==> src/mcr_params.svh <==
/*
 Register offsets, field positions and counts for one logic array block of
 configurable macrocell registers.
 Assumes it is included by its bare name, once per compilation unit.
*/
// What this block does
// - Per-macrocell D, T, JK or SR type
// - Bypass option gives combinational output
// - Mode one: global clock, no enable
// - Mode two: global clock gated by enable
// - Mode three: product-term array clock
// - Two global clocks, true/inverted, either pin
// - Asynchronous preset and clear from product terms
// - Product-term preset and clear are active high
// - Clear selectable from global clear pin
// - Global clear has programmable polarity
// - Packing: one term to D, rest combinational
// - Each output drives global or local routing
// - Each I/O register has clock enable
// - Sixteen macrocells form one block
// - Expanders give up to 32 terms
// - Four dedicated global control inputs
// - Five dedicated product terms per macrocell
`ifndef MCR_PARAMS_SVH
`define MCR_PARAMS_SVH

`define MCR_CELLS 16
`define MCR_OWN_TERMS 5
`define MCR_EXP_TERMS 27
`define MCR_DATA_RESET 32'h0000_0000

`define MCR_OFF_CFG_BASE 12'h000
`define MCR_OFF_EXP_BASE 12'h080
`define MCR_OFF_GLOBAL 12'h100
`define MCR_OFF_REG_STATE 12'h104
`define MCR_OFF_COMB_STATE 12'h108
`define MCR_OFF_PINS 12'h10C
`define MCR_OFF_IO_DIR 12'h110
`define MCR_OFF_IO_CE 12'h114
`define MCR_BANK_CFG 6'h00
`define MCR_BANK_EXP 6'h02

`define MCR_CFG_W 11
`define MCR_CFG_TYPE_LO 0
`define MCR_CFG_TYPE_HI 1
`define MCR_CFG_BYPASS 2
`define MCR_CFG_MODE_LO 3
`define MCR_CFG_MODE_HI 4
`define MCR_CFG_GCLK_SEL 5
`define MCR_CFG_GCLR_EN 6
`define MCR_CFG_PACK 7
`define MCR_CFG_GLOB_COMB 8
`define MCR_CFG_LOCAL_COMB 9
`define MCR_CFG_EXP_EN 10

`define MCR_GLB_W 6
`define MCR_GLB_G0_SRC 0
`define MCR_GLB_G0_INV 1
`define MCR_GLB_G1_SRC 2
`define MCR_GLB_G1_INV 3
`define MCR_GLB_CLR_POL 4
`define MCR_GLB_IO_GATE 5

`define MCR_PT_PACK_D 0
`define MCR_PT_SECOND 1

`endif

==> src/mcr_pkg.sv <==
/*
 Types shared by the macrocell block: flip-flop type and clocking mode.
 Assumes nothing beyond a SystemVerilog compiler.
*/
`default_nettype none
package mcr_pkg;
    typedef enum logic [1:0] {
        MCR_FF_D = 2'b00,
        MCR_FF_T = 2'b01,
        MCR_FF_JK = 2'b10,
        MCR_FF_SR = 2'b11
    } mcr_ff_type;
    typedef enum logic [1:0] {
        MCR_CLK_GLOBAL = 2'b00,
        MCR_CLK_GLOBAL_EN = 2'b01,
        MCR_CLK_ARRAY = 2'b10,
        MCR_CLK_SPARE = 2'b11
    } mcr_clk_mode_type;
endpackage
`default_nettype wire

==> src/mcr_macrocell_lab.sv <==
/*
 One logic array block of sixteen configurable macrocell registers with
 their I/O cell registers, configured over an APB slave.
 Assumes product terms come from logic on clk; dedicated and I/O pins are
 asynchronous and are synchronised here. Clock pins are sampled, so their
 edges must be slower than a few periods of clk.
*/
// Decided for this implementation: register access over APB and the address map.
`include "mcr_params.svh"
`default_nettype none
module mcr_macrocell_lab (
    input wire logic clk, // System clock, 25 MHz.
    input wire logic rst_n, // Asynchronous reset, active low.
    input wire logic psel, // APB select.
    input wire logic penable, // APB enable.
    input wire logic pwrite, // APB write direction.
    input wire logic [11:0] paddr, // APB byte address.
    input wire logic [31:0] pwdata, // APB write data.
    output logic [31:0] prdata, // APB read data.
    output logic pready, // APB ready.
    output logic pslverr, // APB error for an unmapped address.
    input wire logic global_clock_pin_a, // Dedicated global clock pin A.
    input wire logic global_clock_pin_b, // Dedicated global clock pin B.
    input wire logic global_clear_pin, // Dedicated global clear pin.
    input wire logic global_ctrl_pin_d, // Fourth dedicated control pin.
    input wire logic [79:0] product_terms, // Five terms per macrocell.
    input wire logic [26:0] expander_terms, // Shared expander term pool.
    input wire logic [15:0] array_clock_term, // Product-term clock per cell.
    input wire logic [15:0] clock_enable_term, // Clock enable per cell.
    input wire logic [15:0] preset_term, // Preset term per cell, high.
    input wire logic [15:0] clear_term, // Clear term per cell, high.
    input wire logic [15:0] io_data_in, // I/O pin input levels.
    output logic [15:0] reg_out, // Registered output per cell.
    output logic [15:0] comb_out, // Combinational output per cell.
    output logic [15:0] global_route_out, // Drive onto global routing.
    output logic [15:0] logic_array_block_out, // Drive onto local array.
    output logic [15:0] io_reg_out // I/O cell register outputs.
);
    logic [`MCR_CFG_W-1:0] cfg_ff [`MCR_CELLS];
    logic [`MCR_EXP_TERMS-1:0] exp_mask_ff [`MCR_CELLS];
    logic [`MCR_GLB_W-1:0] glb_ff;
    logic [15:0] io_dir_ff;
    logic [15:0] io_ce_ff;
    logic [3:0] pin_s1_ff;
    logic [3:0] pin_s2_ff;
    logic [15:0] io_s1_ff;
    logic [15:0] io_s2_ff;
    logic [1:0] gclk_prev_ff;
    logic [15:0] aclk_prev_ff;
    logic [15:0] q_ff;
    logic [15:0] comb_ff;
    logic [15:0] glob_ff;
    logic [15:0] local_ff;
    logic [15:0] io_reg_ff;
    logic [31:0] prdata_ff;
    logic pready_ff;
    logic pslverr_ff;
    logic [1:0] gclk_lvl;
    logic [1:0] gclk_rise;
    logic [15:0] aclk_rise;
    logic gclr_active;
    logic [15:0] func_val;
    logic [15:0] first_in;
    logic [15:0] second_in;
    logic [15:0] clk_event;
    logic [15:0] clr_val;
    logic [15:0] nxt_q;
    logic [15:0] nxt_comb;
    logic [15:0] nxt_reg;
    logic [31:0] nxt_prdata;
    logic nxt_pslverr;
    logic setup_phase;
    logic wr_take;
    logic [5:0] bank;
    logic [3:0] cell_idx;

    // Next flip-flop state for the configured type.
    function automatic logic mcr_next(input mcr_pkg::mcr_ff_type t, input logic q,
                                      input logic a, input logic b);
        logic r;
        r = q;
        case (t)
            mcr_pkg::MCR_FF_D: r = a;
            mcr_pkg::MCR_FF_T: r = q ^ a;
            mcr_pkg::MCR_FF_JK: begin
                if (a && b) begin
                    r = ~q;
                end else if (a) begin
                    r = 1'b1;
                end else if (b) begin
                    r = 1'b0;
                end
            end
            mcr_pkg::MCR_FF_SR: begin
                // Reset wins when set and reset are both high.
                if (b) begin
                    r = 1'b0;
                end else if (a) begin
                    r = 1'b1;
                end
            end
            default: r = q;
        endcase
        return r;
    endfunction

    // Global clock level from a chosen pin, true or inverted.
    function automatic logic mcr_gclk(input logic src, input logic inv, input logic pa,
                                      input logic pb);
        return (src ? pb : pa) ^ inv;
    endfunction

    // Dedicated pins pass two flip-flops before use.
    always_ff @(posedge clk or negedge rst_n) begin
        if (!rst_n) begin
            pin_s1_ff <= 4'h0;
            pin_s2_ff <= 4'h0;
            io_s1_ff <= 16'h0000;
            io_s2_ff <= 16'h0000;
        end else begin
            pin_s1_ff <= {global_ctrl_pin_d, global_clear_pin, global_clock_pin_b,
                          global_clock_pin_a};
            pin_s2_ff <= pin_s1_ff;
            io_s1_ff <= io_data_in;
            io_s2_ff <= io_s1_ff;
        end
    end

    always_comb begin
        gclk_lvl[0] = mcr_gclk(glb_ff[`MCR_GLB_G0_SRC], glb_ff[`MCR_GLB_G0_INV],
                               pin_s2_ff[0], pin_s2_ff[1]);
        gclk_lvl[1] = mcr_gclk(glb_ff[`MCR_GLB_G1_SRC], glb_ff[`MCR_GLB_G1_INV],
                               pin_s2_ff[0], pin_s2_ff[1]);
        gclk_rise = gclk_lvl & ~gclk_prev_ff;
        aclk_rise = array_clock_term & ~aclk_prev_ff;
        gclr_active = glb_ff[`MCR_GLB_CLR_POL] ? pin_s2_ff[2] : ~pin_s2_ff[2];
    end

    always_ff @(posedge clk or negedge rst_n) begin
        if (!rst_n) begin
            gclk_prev_ff <= 2'b00;
            aclk_prev_ff <= 16'h0000;
        end else begin
            gclk_prev_ff <= gclk_lvl;
            aclk_prev_ff <= array_clock_term;
        end
    end

    // Logic function, flip-flop inputs and clock events for each macrocell.
    always_comb begin
        func_val = 16'h0000;
        first_in = 16'h0000;
        second_in = 16'h0000;
        clk_event = 16'h0000;
        clr_val = 16'h0000;
        nxt_q = q_ff;
        nxt_comb = 16'h0000;
        nxt_reg = 16'h0000;
        for (int i = 0; i < `MCR_CELLS; i++) begin
            logic [`MCR_OWN_TERMS-1:0] pt;
            logic expv;
            logic packed_rest;
            logic use_pack;
            pt = product_terms[i*`MCR_OWN_TERMS +: `MCR_OWN_TERMS];
            expv = cfg_ff[i][`MCR_CFG_EXP_EN] && |(expander_terms & exp_mask_ff[i]);
            use_pack = cfg_ff[i][`MCR_CFG_PACK];
            func_val[i] = |pt | expv;
            packed_rest = |(pt & ~(5'h01 << `MCR_PT_PACK_D)) | expv;
            if (use_pack) begin
                first_in[i] = pt[`MCR_PT_PACK_D];
                second_in[i] = 1'b0;
                nxt_comb[i] = packed_rest;
            end else begin
                first_in[i] = |(pt & ~(5'h01 << `MCR_PT_SECOND)) | expv;
                second_in[i] = pt[`MCR_PT_SECOND];
                nxt_comb[i] = func_val[i];
            end
            if (cfg_ff[i][`MCR_CFG_TYPE_HI:`MCR_CFG_TYPE_LO] < 2'b10) begin
                first_in[i] = use_pack ? pt[`MCR_PT_PACK_D] : func_val[i];
            end
            case (mcr_pkg::mcr_clk_mode_type'(cfg_ff[i][`MCR_CFG_MODE_HI:`MCR_CFG_MODE_LO]))
                mcr_pkg::MCR_CLK_GLOBAL_EN:
                    clk_event[i] = gclk_rise[cfg_ff[i][`MCR_CFG_GCLK_SEL]]
                                   && clock_enable_term[i];
                mcr_pkg::MCR_CLK_ARRAY: clk_event[i] = aclk_rise[i];
                default: clk_event[i] = gclk_rise[cfg_ff[i][`MCR_CFG_GCLK_SEL]];
            endcase
            clr_val[i] = clear_term[i] || (cfg_ff[i][`MCR_CFG_GCLR_EN] && gclr_active);
            if (clr_val[i]) begin
                nxt_q[i] = 1'b0;
            end else if (preset_term[i]) begin
                nxt_q[i] = 1'b1;
            end else if (clk_event[i]) begin
                nxt_q[i] = mcr_next(mcr_pkg::mcr_ff_type'(
                                    cfg_ff[i][`MCR_CFG_TYPE_HI:`MCR_CFG_TYPE_LO]),
                                    q_ff[i], first_in[i], second_in[i]);
            end
            nxt_reg[i] = cfg_ff[i][`MCR_CFG_BYPASS] ? nxt_comb[i] : nxt_q[i];
        end
    end

    // Macrocell flip-flops; preset and clear act without a clock event.
    always_ff @(posedge clk or negedge rst_n) begin
        if (!rst_n) begin
            q_ff <= 16'h0000;
        end else begin
            q_ff <= nxt_q;
        end
    end

    // Dual outputs and routing choice per macrocell.
    always_ff @(posedge clk or negedge rst_n) begin
        if (!rst_n) begin
            comb_ff <= 16'h0000;
            reg_out <= 16'h0000;
            glob_ff <= 16'h0000;
            local_ff <= 16'h0000;
        end else begin
            comb_ff <= nxt_comb;
            reg_out <= nxt_reg;
            for (int i = 0; i < `MCR_CELLS; i++) begin
                glob_ff[i] <= cfg_ff[i][`MCR_CFG_GLOB_COMB] ? nxt_comb[i] : nxt_reg[i];
                local_ff[i] <= cfg_ff[i][`MCR_CFG_LOCAL_COMB] ? nxt_comb[i] : nxt_reg[i];
            end
        end
    end

    // I/O cell registers on global clock 0, each with its own enable.
    always_ff @(posedge clk or negedge rst_n) begin
        if (!rst_n) begin
            io_reg_ff <= 16'h0000;
        end else begin
            for (int i = 0; i < `MCR_CELLS; i++) begin
                if (gclk_rise[0] && io_ce_ff[i]
                    && (!glb_ff[`MCR_GLB_IO_GATE] || pin_s2_ff[3])) begin
                    io_reg_ff[i] <= io_dir_ff[i] ? q_ff[i] : io_s2_ff[i];
                end
            end
        end
    end

    assign comb_out = comb_ff;
    assign global_route_out = glob_ff;
    assign logic_array_block_out = local_ff;
    assign io_reg_out = io_reg_ff;

    // APB slave: no wait states, answer registered in the setup cycle.
    assign setup_phase = psel && !penable;
    assign wr_take = psel && penable && pready_ff && pwrite && !pslverr_ff;
    assign bank = paddr[11:6];
    assign cell_idx = paddr[5:2];

    always_comb begin
        nxt_prdata = `MCR_DATA_RESET;
        nxt_pslverr = 1'b0;
        if (paddr[1:0] != 2'b00) begin
            nxt_pslverr = 1'b1;
        end else if (bank == `MCR_BANK_CFG) begin
            nxt_prdata[`MCR_CFG_W-1:0] = cfg_ff[cell_idx];
        end else if (bank == `MCR_BANK_EXP) begin
            nxt_prdata[`MCR_EXP_TERMS-1:0] = exp_mask_ff[cell_idx];
        end else begin
            case (paddr)
                `MCR_OFF_GLOBAL: nxt_prdata[`MCR_GLB_W-1:0] = glb_ff;
                `MCR_OFF_REG_STATE: nxt_prdata[15:0] = q_ff;
                `MCR_OFF_COMB_STATE: nxt_prdata[15:0] = comb_ff;
                `MCR_OFF_PINS: nxt_prdata[3:0] = pin_s2_ff;
                `MCR_OFF_IO_DIR: nxt_prdata[15:0] = io_dir_ff;
                `MCR_OFF_IO_CE: nxt_prdata[15:0] = io_ce_ff;
                default: nxt_pslverr = 1'b1;
            endcase
        end
    end

    always_ff @(posedge clk or negedge rst_n) begin
        if (!rst_n) begin
            pready_ff <= 1'b0;
            pslverr_ff <= 1'b0;
            prdata_ff <= `MCR_DATA_RESET;
        end else begin
            pready_ff <= setup_phase;
            if (setup_phase) begin
                pslverr_ff <= nxt_pslverr;
                prdata_ff <= pwrite ? `MCR_DATA_RESET : nxt_prdata;
            end else if (pready_ff) begin
                pslverr_ff <= 1'b0;
                prdata_ff <= `MCR_DATA_RESET;
            end
        end
    end

    assign pready = pready_ff;
    assign pslverr = pslverr_ff;
    assign prdata = prdata_ff;

    // Configuration registers written at the completing access edge.
    always_ff @(posedge clk or negedge rst_n) begin
        if (!rst_n) begin
            for (int i = 0; i < `MCR_CELLS; i++) begin
                cfg_ff[i] <= '0;
                exp_mask_ff[i] <= '0;
            end
            glb_ff <= '0;
            io_dir_ff <= 16'h0000;
            io_ce_ff <= 16'h0000;
        end else if (wr_take) begin
            if (bank == `MCR_BANK_CFG) begin
                cfg_ff[cell_idx] <= pwdata[`MCR_CFG_W-1:0];
            end else if (bank == `MCR_BANK_EXP) begin
                exp_mask_ff[cell_idx] <= pwdata[`MCR_EXP_TERMS-1:0];
            end else begin
                case (paddr)
                    `MCR_OFF_GLOBAL: glb_ff <= pwdata[`MCR_GLB_W-1:0];
                    `MCR_OFF_IO_DIR: io_dir_ff <= pwdata[15:0];
                    `MCR_OFF_IO_CE: io_ce_ff <= pwdata[15:0];
                    default: glb_ff <= glb_ff;
                endcase
            end
        end
    end
endmodule
`default_nettype wire

==> config.mk <==
export PLATFORM = sky130hd
export DESIGN_NAME = mcr_macrocell_lab
export DESIGN_NICKNAME = d
export VERILOG_FILES = /design/src/mcr_pkg.sv /design/src/mcr_macrocell_lab.sv
export VERILOG_INCLUDE_DIRS = /design/src
export SDC_FILE = /design/constraint.sdc
export NUM_CORES = 2
export LEC_CHECK = 0
export BUFFER_PORTS_ARGS = -buffer_cell sky130_fd_sc_hd__buf_2
export CAP_MARGIN = 20
export CORE_MARGIN = 8
export CORE_UTILIZATION = 60
export CTS_BUF_LIST = sky130_fd_sc_hd__clkbuf_4
export DETAILED_ROUTE_END_ITERATION = 8
export GPL_TIMING_DRIVEN = 0
export HOLD_SLACK_MARGIN = 0.12
export PLACE_DENSITY = 0.77
export RECOVER_POWER = 100
export SETUP_SLACK_MARGIN = 0.02
export SYNTH_ARGS = -nofsm -noshare
export SYNTH_HDL_FRONTEND = slang
export SYNTH_SLANG_ARGS = --single-unit
==> constraint.sdc <==
create_clock -name clk -period 4.8 [get_ports clk]
set_clock_uncertainty 0.1 [all_clocks]
set_input_delay 0.24 -clock clk [delete_from_list [all_inputs] [get_ports clk]]
set_output_delay 0.24 -clock clk [all_outputs]
set_load 0.03 [all_outputs]
Word-level counts from Yosys, hierarchy flattened:

Index checks and enable logic that the tools add are counted.
Widths: inputs -> output; s select.

* bits in read-only memories: 0
* logic and storage cells: 871
* output and inout port bits: 114
* input bits: 240
* memories: 0
* bits in writable memories: 0
* latch bits: 0
* flip-flop bits (word level): 834

* order comparisons: 34
* multiply operators: 0
* shift operators: 0
* eq/ne operators: 87
* reductions and logical operators: 211
* multiplexer cells: 368
* divide/modulo/power cells: 0
* bitwise operators: 106
* add/sub/neg operators: 0

Operators by type and width (count)
* $and 27x27->27: 16
* $bwmux 432: 1
* $reduce_or 27->1: 16
* $mux 1: 313
* $bwmux 176: 1
* $mux 27: 5
* $reduce_or 4->1: 32
* $bmux 27 s4: 1
* $demux 27 s4: 1
* $logic_and 1x1->1: 102
* $eq 2x2->1 const B: 48
* $reduce_or 5->1: 16
* $eq 12x9->1 const B: 6
* $eq 2x1->1 const B: 32
* $mux 32: 2
* $pmux 1 s4: 16
* $mux 11: 5
* $or 1x1->1: 48
* $bmux 11 s4: 1
* $demux 11 s4: 1
* $pmux 10 s4: 1
* $logic_not 2->1: 16
* $lt 1x2->1 const B: 16
* $lt 2x2->1 const B: 16
* other kinds (22): 94

Longest topological paths before layout:

* word-level depth: 14
* depth in mapped cells: 11
* depth with buffers taken out: 9

Worst setup path after synthesis:

Ideal clock, no wire load.

* path kind: reg2reg
* from: register pslverr_ff (netlist: pslverr)
* to: register exp_mask_ff[223] in the netlist's numbering
* stages on the path, launching flop included: 8
* arrival time: 2.378 ns
* clock period less this slack: 2.603 ns
* setup time: 0.125 ns
* data required time: 4.575 ns
* setup slack: 2.197 ns
* path buffers: 2
* path through: dfrtp_1 nor2b_1 nand4_1 or2_1 buf_4 nor3_4 buf_6 mux2_2

* word-level cells in the longest chain between the ends: 3

RTL lines
* start: declaration: line mcr_macrocell_lab.sv:57 `logic pslverr_ff;`
* start signal: assignment: line mcr_macrocell_lab.sv:283 `pslverr_ff <= nxt_pslverr;`
* $logic_not 1->1: line mcr_macrocell_lab.sv:249 `assign wr_take = psel && penable && pready_ff && pwrite && !pslverr_ff;`
* $logic_and 1x1->1: line mcr_macrocell_lab.sv:249
* $reduce_and 3->1 (no line)
* end signal: indexed assignment: line mcr_macrocell_lab.sv:310 `` exp_mask_ff[cell_idx] <= pwdata[`MCR_EXP_TERMS-1:0]; ``
* end: declaration: line mcr_macrocell_lab.sv:40 `` logic [`MCR_EXP_TERMS-1:0] exp_mask_ff [`MCR_CELLS]; ``

Every way passes these cells.
A chain may end at the register's enable or synchronous reset.

Final worst setup path:

* from: input paddr[3]
* to: register prdata_ff[5] (netlist: prdata[5])

* word-level cells in the longest chain between the ends: 9
* elaborated cells on any way between the ends: 18
* classes of those cells: eq/ne (5); mux (12); bitwise (1)

RTL lines
* start: declaration: line mcr_macrocell_lab.sv:17 `input wire logic [11:0] paddr,`
* $not 4->5 (not written as such): line mcr_macrocell_lab.sv:259, mcr_macrocell_lab.sv:261
* $bmux 27 s4: line mcr_macrocell_lab.sv:261 `` nxt_prdata[`MCR_EXP_TERMS-1:0] = exp_mask_ff[cell_idx]; ``
* $mux 27 (not written as such) (2 in series): line mcr_macrocell_lab.sv:261
* $mux 16: line mcr_macrocell_lab.sv:260 `` end else if (bank == `MCR_BANK_EXP) begin ``
* $mux 11 (*): line mcr_macrocell_lab.sv:258 `` end else if (bank == `MCR_BANK_CFG) begin ``
* $mux 27 (*): line mcr_macrocell_lab.sv:256 `if (paddr[1:0] != 2'b00) begin`
* $mux 27 (*): line mcr_macrocell_lab.sv:284 `` prdata_ff <= pwrite ? `MCR_DATA_RESET : nxt_prdata; ``
* $mux 32 (*): line mcr_macrocell_lab.sv:282 `if (setup_phase) begin`
* end signal: assignment: line mcr_macrocell_lab.sv:279 `` prdata_ff <= `MCR_DATA_RESET; ``
* end signal: assignment: line mcr_macrocell_lab.sv:284
* end signal: assignment: line mcr_macrocell_lab.sv:287 `` prdata_ff <= `MCR_DATA_RESET; ``
* end: declaration: line mcr_macrocell_lab.sv:55 `logic [31:0] prdata_ff;`

Every way passes the cells marked *; elsewhere a longest branch is shown, timed or not. The select of a mux whose other input is x is not followed.

==> flow_metrics.py <==
metrics = {
    "routing": {
        "wirelength_um": 183800,
        "drtAntennaViolNets": 0,
        "drt_iter0_markers": 5597,
        "via_per_inst": 7.159,
        "vias": 36400,
        "avgRoutedWirePerCell_um": 36.16,
        "drc_errors": 0,
        "firstDrtPassIters": 9,
    },
    "synth": {
        "syn_area_mm2": 0.04130,
        "synth-compound-area-share_pct": 9.965,
        "synth-simple-area-share_pct": 6.332,
        "synth-seq-cells": 829,
        "syn_inst": 3120,
        "synth-adder-area-share_pct": 0.9696,
        "ys_warn_count": 0,
        "synthArstFlopShare_pct": 100.0,
        "synthMuxAreaShare_pct": 29.01,
        "avgSynthCellArea_um2": 13.24,
        "ys_types": 75,
        "synth_top_family_by_area": "multiplexers",
        "ys_seq_area_share_pct": 50.23,
        "synth-xor-area-share_pct": 0.06363,
        "synthFlopType": "dfrtp_1",
        "synth_edf_count": 0,
    },
    "grt": {
        "grt_pass1_vias": 37080,
        "grt_max_degree": 125,
        "grt_use_met3_pct": 17.83,
        "antenna_found_initial": 24,
        "grtUsageMet2_pct": 67.67,
        "grt_usage_pct": 46.84,
        "overflow": 0,
        "grt-busiest-layer": "met2",
        "grt_pass1_wl_um": 261300,
        "grtUsageMet1_pct": 55.32,
    },
    "floorplanning": {
        "num_rows": 96,
        "die_h_um": 278.3,
        "ioPinCount": 354,
        "start_util_pct": 60.42,
        "dieArea_mm2": 0.07748,
        "die_w_um": 278.3,
        "core_mm2": 0.06835,
    },
    "pwr": {
        "leakagePower_nw": 22.97,
        "vdd_drop_max_v": 0.0002137,
        "power-per-cell-area_mw_per_mm2": 294.6,
        "total_power_mw": 14.78,
    },
    "timing": {
        "fin_tns_setup_ps": 0,
        "slew_headroom_pct": -118.6,
        "tightest_slew_ps": 3279,
        "clock.fmax_ghz": 0.2136,
        "rsz0062_at_grt": "false",
        "finalSetupViolCount": 0,
        "period_share_pct": 97.54,
        "hold_violations": 0,
        "drv_slew": 399,
        "layout_min_cycle_time_ps": 4682,
    },
    "worst_setup_path": {
        "timing.rr.start": "glb_ff[0]",
        "arrival_ps": 5550,
        "critPathTopFamily": "buffers and inverters",
        "r2r-end": "reg_out[11]",
        "cp-start-kind": "primary input",
        "path_buf_inv": 7,
        "critical_path.endpoint_type": "flop",
        "cp_cell_sequence": "dlygate4sd3_1 > clkbuf_1 > clkbuf_1 > clkbuf_1 > clkbuf_1 > clkbuf_1 > clkbuf_1 > mux4_2 > mux2i_1 > nand2_1 > nand3_1 > nand4_1 > a32o_1",
        "required_ps": 5670,
        "crit_top_cell": "clkbuf_1",
        "r2r_slack_ps": 160,
        "crit_slowest_cell": "clkbuf_1",
        "slowest_delay_ps": 860,
        "path_max_fanout": 10,
        "r2r_cells": 11,
        "criticalPathCategory": "in -> reg",
    },
    "final_layout": {
        "syn_to_final_growth_pct": 21.47,
        "drive_above_1_share_pct": 33.23,
        "stdcell_area_mm2": 0.05016,
        "finish.net_count": 4315,
    },
    "place": {
        "dp_hpwl_um": 131500,
        "gp_congestion": 1.066,
        "port_buffers": 315,
        "place_area_mm2": 0.04429,
    },
    "worst_hold_path": {
        "min_to": "io_s1_ff[14]",
        "min-delay-start": "io_data_in[14]",
        "worstHoldPathCells": 3,
        "hold_class": "in -> reg",
    },
    "clocking": {
        "clock_path_buffers": 3,
        "cts_tree": "yes",
        "cts_made_buffers": 214,
        "cts_sinks": 829,
        "htree_levels": 4,
        "post_cts_buffers": 0,
        "clkTransAtPathRegs_ps": 70,
        "root_buffer": "clkbuf_4",
        "clock_latency_ps": 1140,
    },
    "status": {
        "violations": "max-capacitance violations, max-slew violations",
        "status": "finished, violations left",
    },
    "flow_run": {
        "maxCapViolations": 11,
    },
}
## kinds of logic (layout without fill, tap and decap cells)
family / Yosys count / count (layout)
xor+xnor: 3 / 3
compound gates: 596 / 596
flops: 829 / 829
mux: 883 / 883
other cells: 1 / 24
buf+inv: 310 / 1369
simple gates: 466 / 466
fa+ha+maj: 32 / 32
## how the worst max path moves through the flow
stage | from | to | slack [ps] | cells past startpoint
final | paddr[3] | prdata[5] | 120 | 13
after global routing | paddr[9] | exp_mask_ff[90] | 90 | 13
after CTS | glb_ff[2] | reg_out[11] | 80 | 11
after detailed placement | expander_terms[18] | logic_array_block_out[10] | 820 | 9
after global placement | rst_n | exp_mask_ff[262] | -13710 | 1
after floorplan | pslverr | exp_mask_ff[223] | 2200 | 7
## cell usage after synthesis, types with 14 or more instances
cell type,number,area [um2]
a222oi_1,20,200.2
mux2_2,631,7106
a22oi_1,143,1074
buf_2,39,195.2
nor4bb_1,16,160.2
a211oi_1,16,120.1
mux2_1,19,214.0
a21o_1,16,120.1
nor3_1,34,170.2
buf_6,17,191.4
a21oi_1,84,420.4
ha_1,32,400.4
mux4_2,186,4189
a31oi_1,38,237.7
a221oi_1,52,455.4
mux2i_1,47,470.5
buf_1,15,56.30
nand3_1,39,195.2
nor2_1,73,274.0
a22o_1,41,359.1
clkbuf_1,142,533.0
nor2b_1,28,175.2
dfrtp_1,829,20740
nand4_1,35,219.0
o21a_1,14,105.1
o21ai_0,113,565.5
buf_4,19,142.6
nand2_1,120,450.4
inv_1,78,292.8
nor4_1,16,100.1
## flip-flops by register name, summed over array words and instances (netlist names), 6 cells and up
signal,count
aclk_prev_ff,16
io_s1_ff,16
q_ff,16
io_dir_ff,16
prdata,27
exp_mask_ff,432
logic_array_block_out,16
reg_out,16
glb_ff,6
comb_out,16
io_s2_ff,16
io_reg_out,16
global_route_out,16
cfg_ff,176
io_ce_ff,16
## worst reg2reg max path: cells and delay by family (launching register included)
family	cells	cell delay (ps)
buffers and inverters	4	2210
AND/OR/NAND/NOR	2	240
multiplexers	2	880
flip-flops	1	430
AO/OA/AOI/OAI	3	670
## layout by cell type, fill, tap and decap left out, drive strengths merged, types with 32 or more instances in the layout
cell / instances
ha: 32
buf: 238
nand3: 40
mux2i: 47
nand2: 121
nor3: 40
a31oi: 38
a22oi: 143
clkbuf: 640
mux4: 186
dlygate4sd3: 369
a21oi: 84
nor2: 84
inv: 87
a22o: 41
mux2: 650
a221oi: 52
o21ai: 124
nand4: 35
dfrtp: 829
## layout make-up
cell class | count | area, um2
flip-flops and latches | 829 | 20740
multi-input cells | 1985 | 19040
fillers | 4603 | 18180
repair buffers | 704 | 5385
clock buffers | 312 | 2342
well taps | 882 | 1104
plain buffers | 231 | 927.1
inverters | 78 | 292.8
clock inverters | 44 | 275.3
diodes | 19 | 47.55
## metrics by stage
| stage | cells | utilization (%) | setup slack [ps] | hold WS (ps) |
|---|---|---|---|---|
| 5_1_grt | 5073 | 73.35 | 87.65 | 225.9 |
| 3_3_place_gp | 4321 | 64.37 | -13710 | 236.5 |
| 4_1_cts | 5062 | 74.08 | 82.44 | 128.9 |
| 6_report | 5084 | 73.39 | 118.2 | 197.1 |
| 2_1_floorplan | 3124 | - | 2197 | -155.6 |
| 3_5_place_dp | 4336 | 64.80 | 822.4 | 170.9 |
## report_power, final
part           total (mW)  internal [mW]  switching, mW  leakage (nW)
sequential           7.14           7.06         0.0744          11.2
clock                6.17           3.07           3.10          1.56
combinational        1.47          0.472          0.993          10.2
total                14.8           10.6           4.17          23.0
## what timing repair did
| item | CTS | global route |
|---|---|---|
| endpoints found under the setup margin | 0 | 9 |
| endpoints found under the hold margin | 1362 | 0 |
| hold buffers | 370 | 0 |
| resized for setup | 0 | 8 |
## layer usage
metal / routed length (um) / vias to the layer above
li1: - / 13950
met1: 60770 / 18060
met2: 78070 / 3323
met3: 25830 / 1048
met4: 18970 / 22
met5: 195 / -
(Power assumes the default switching activity.)
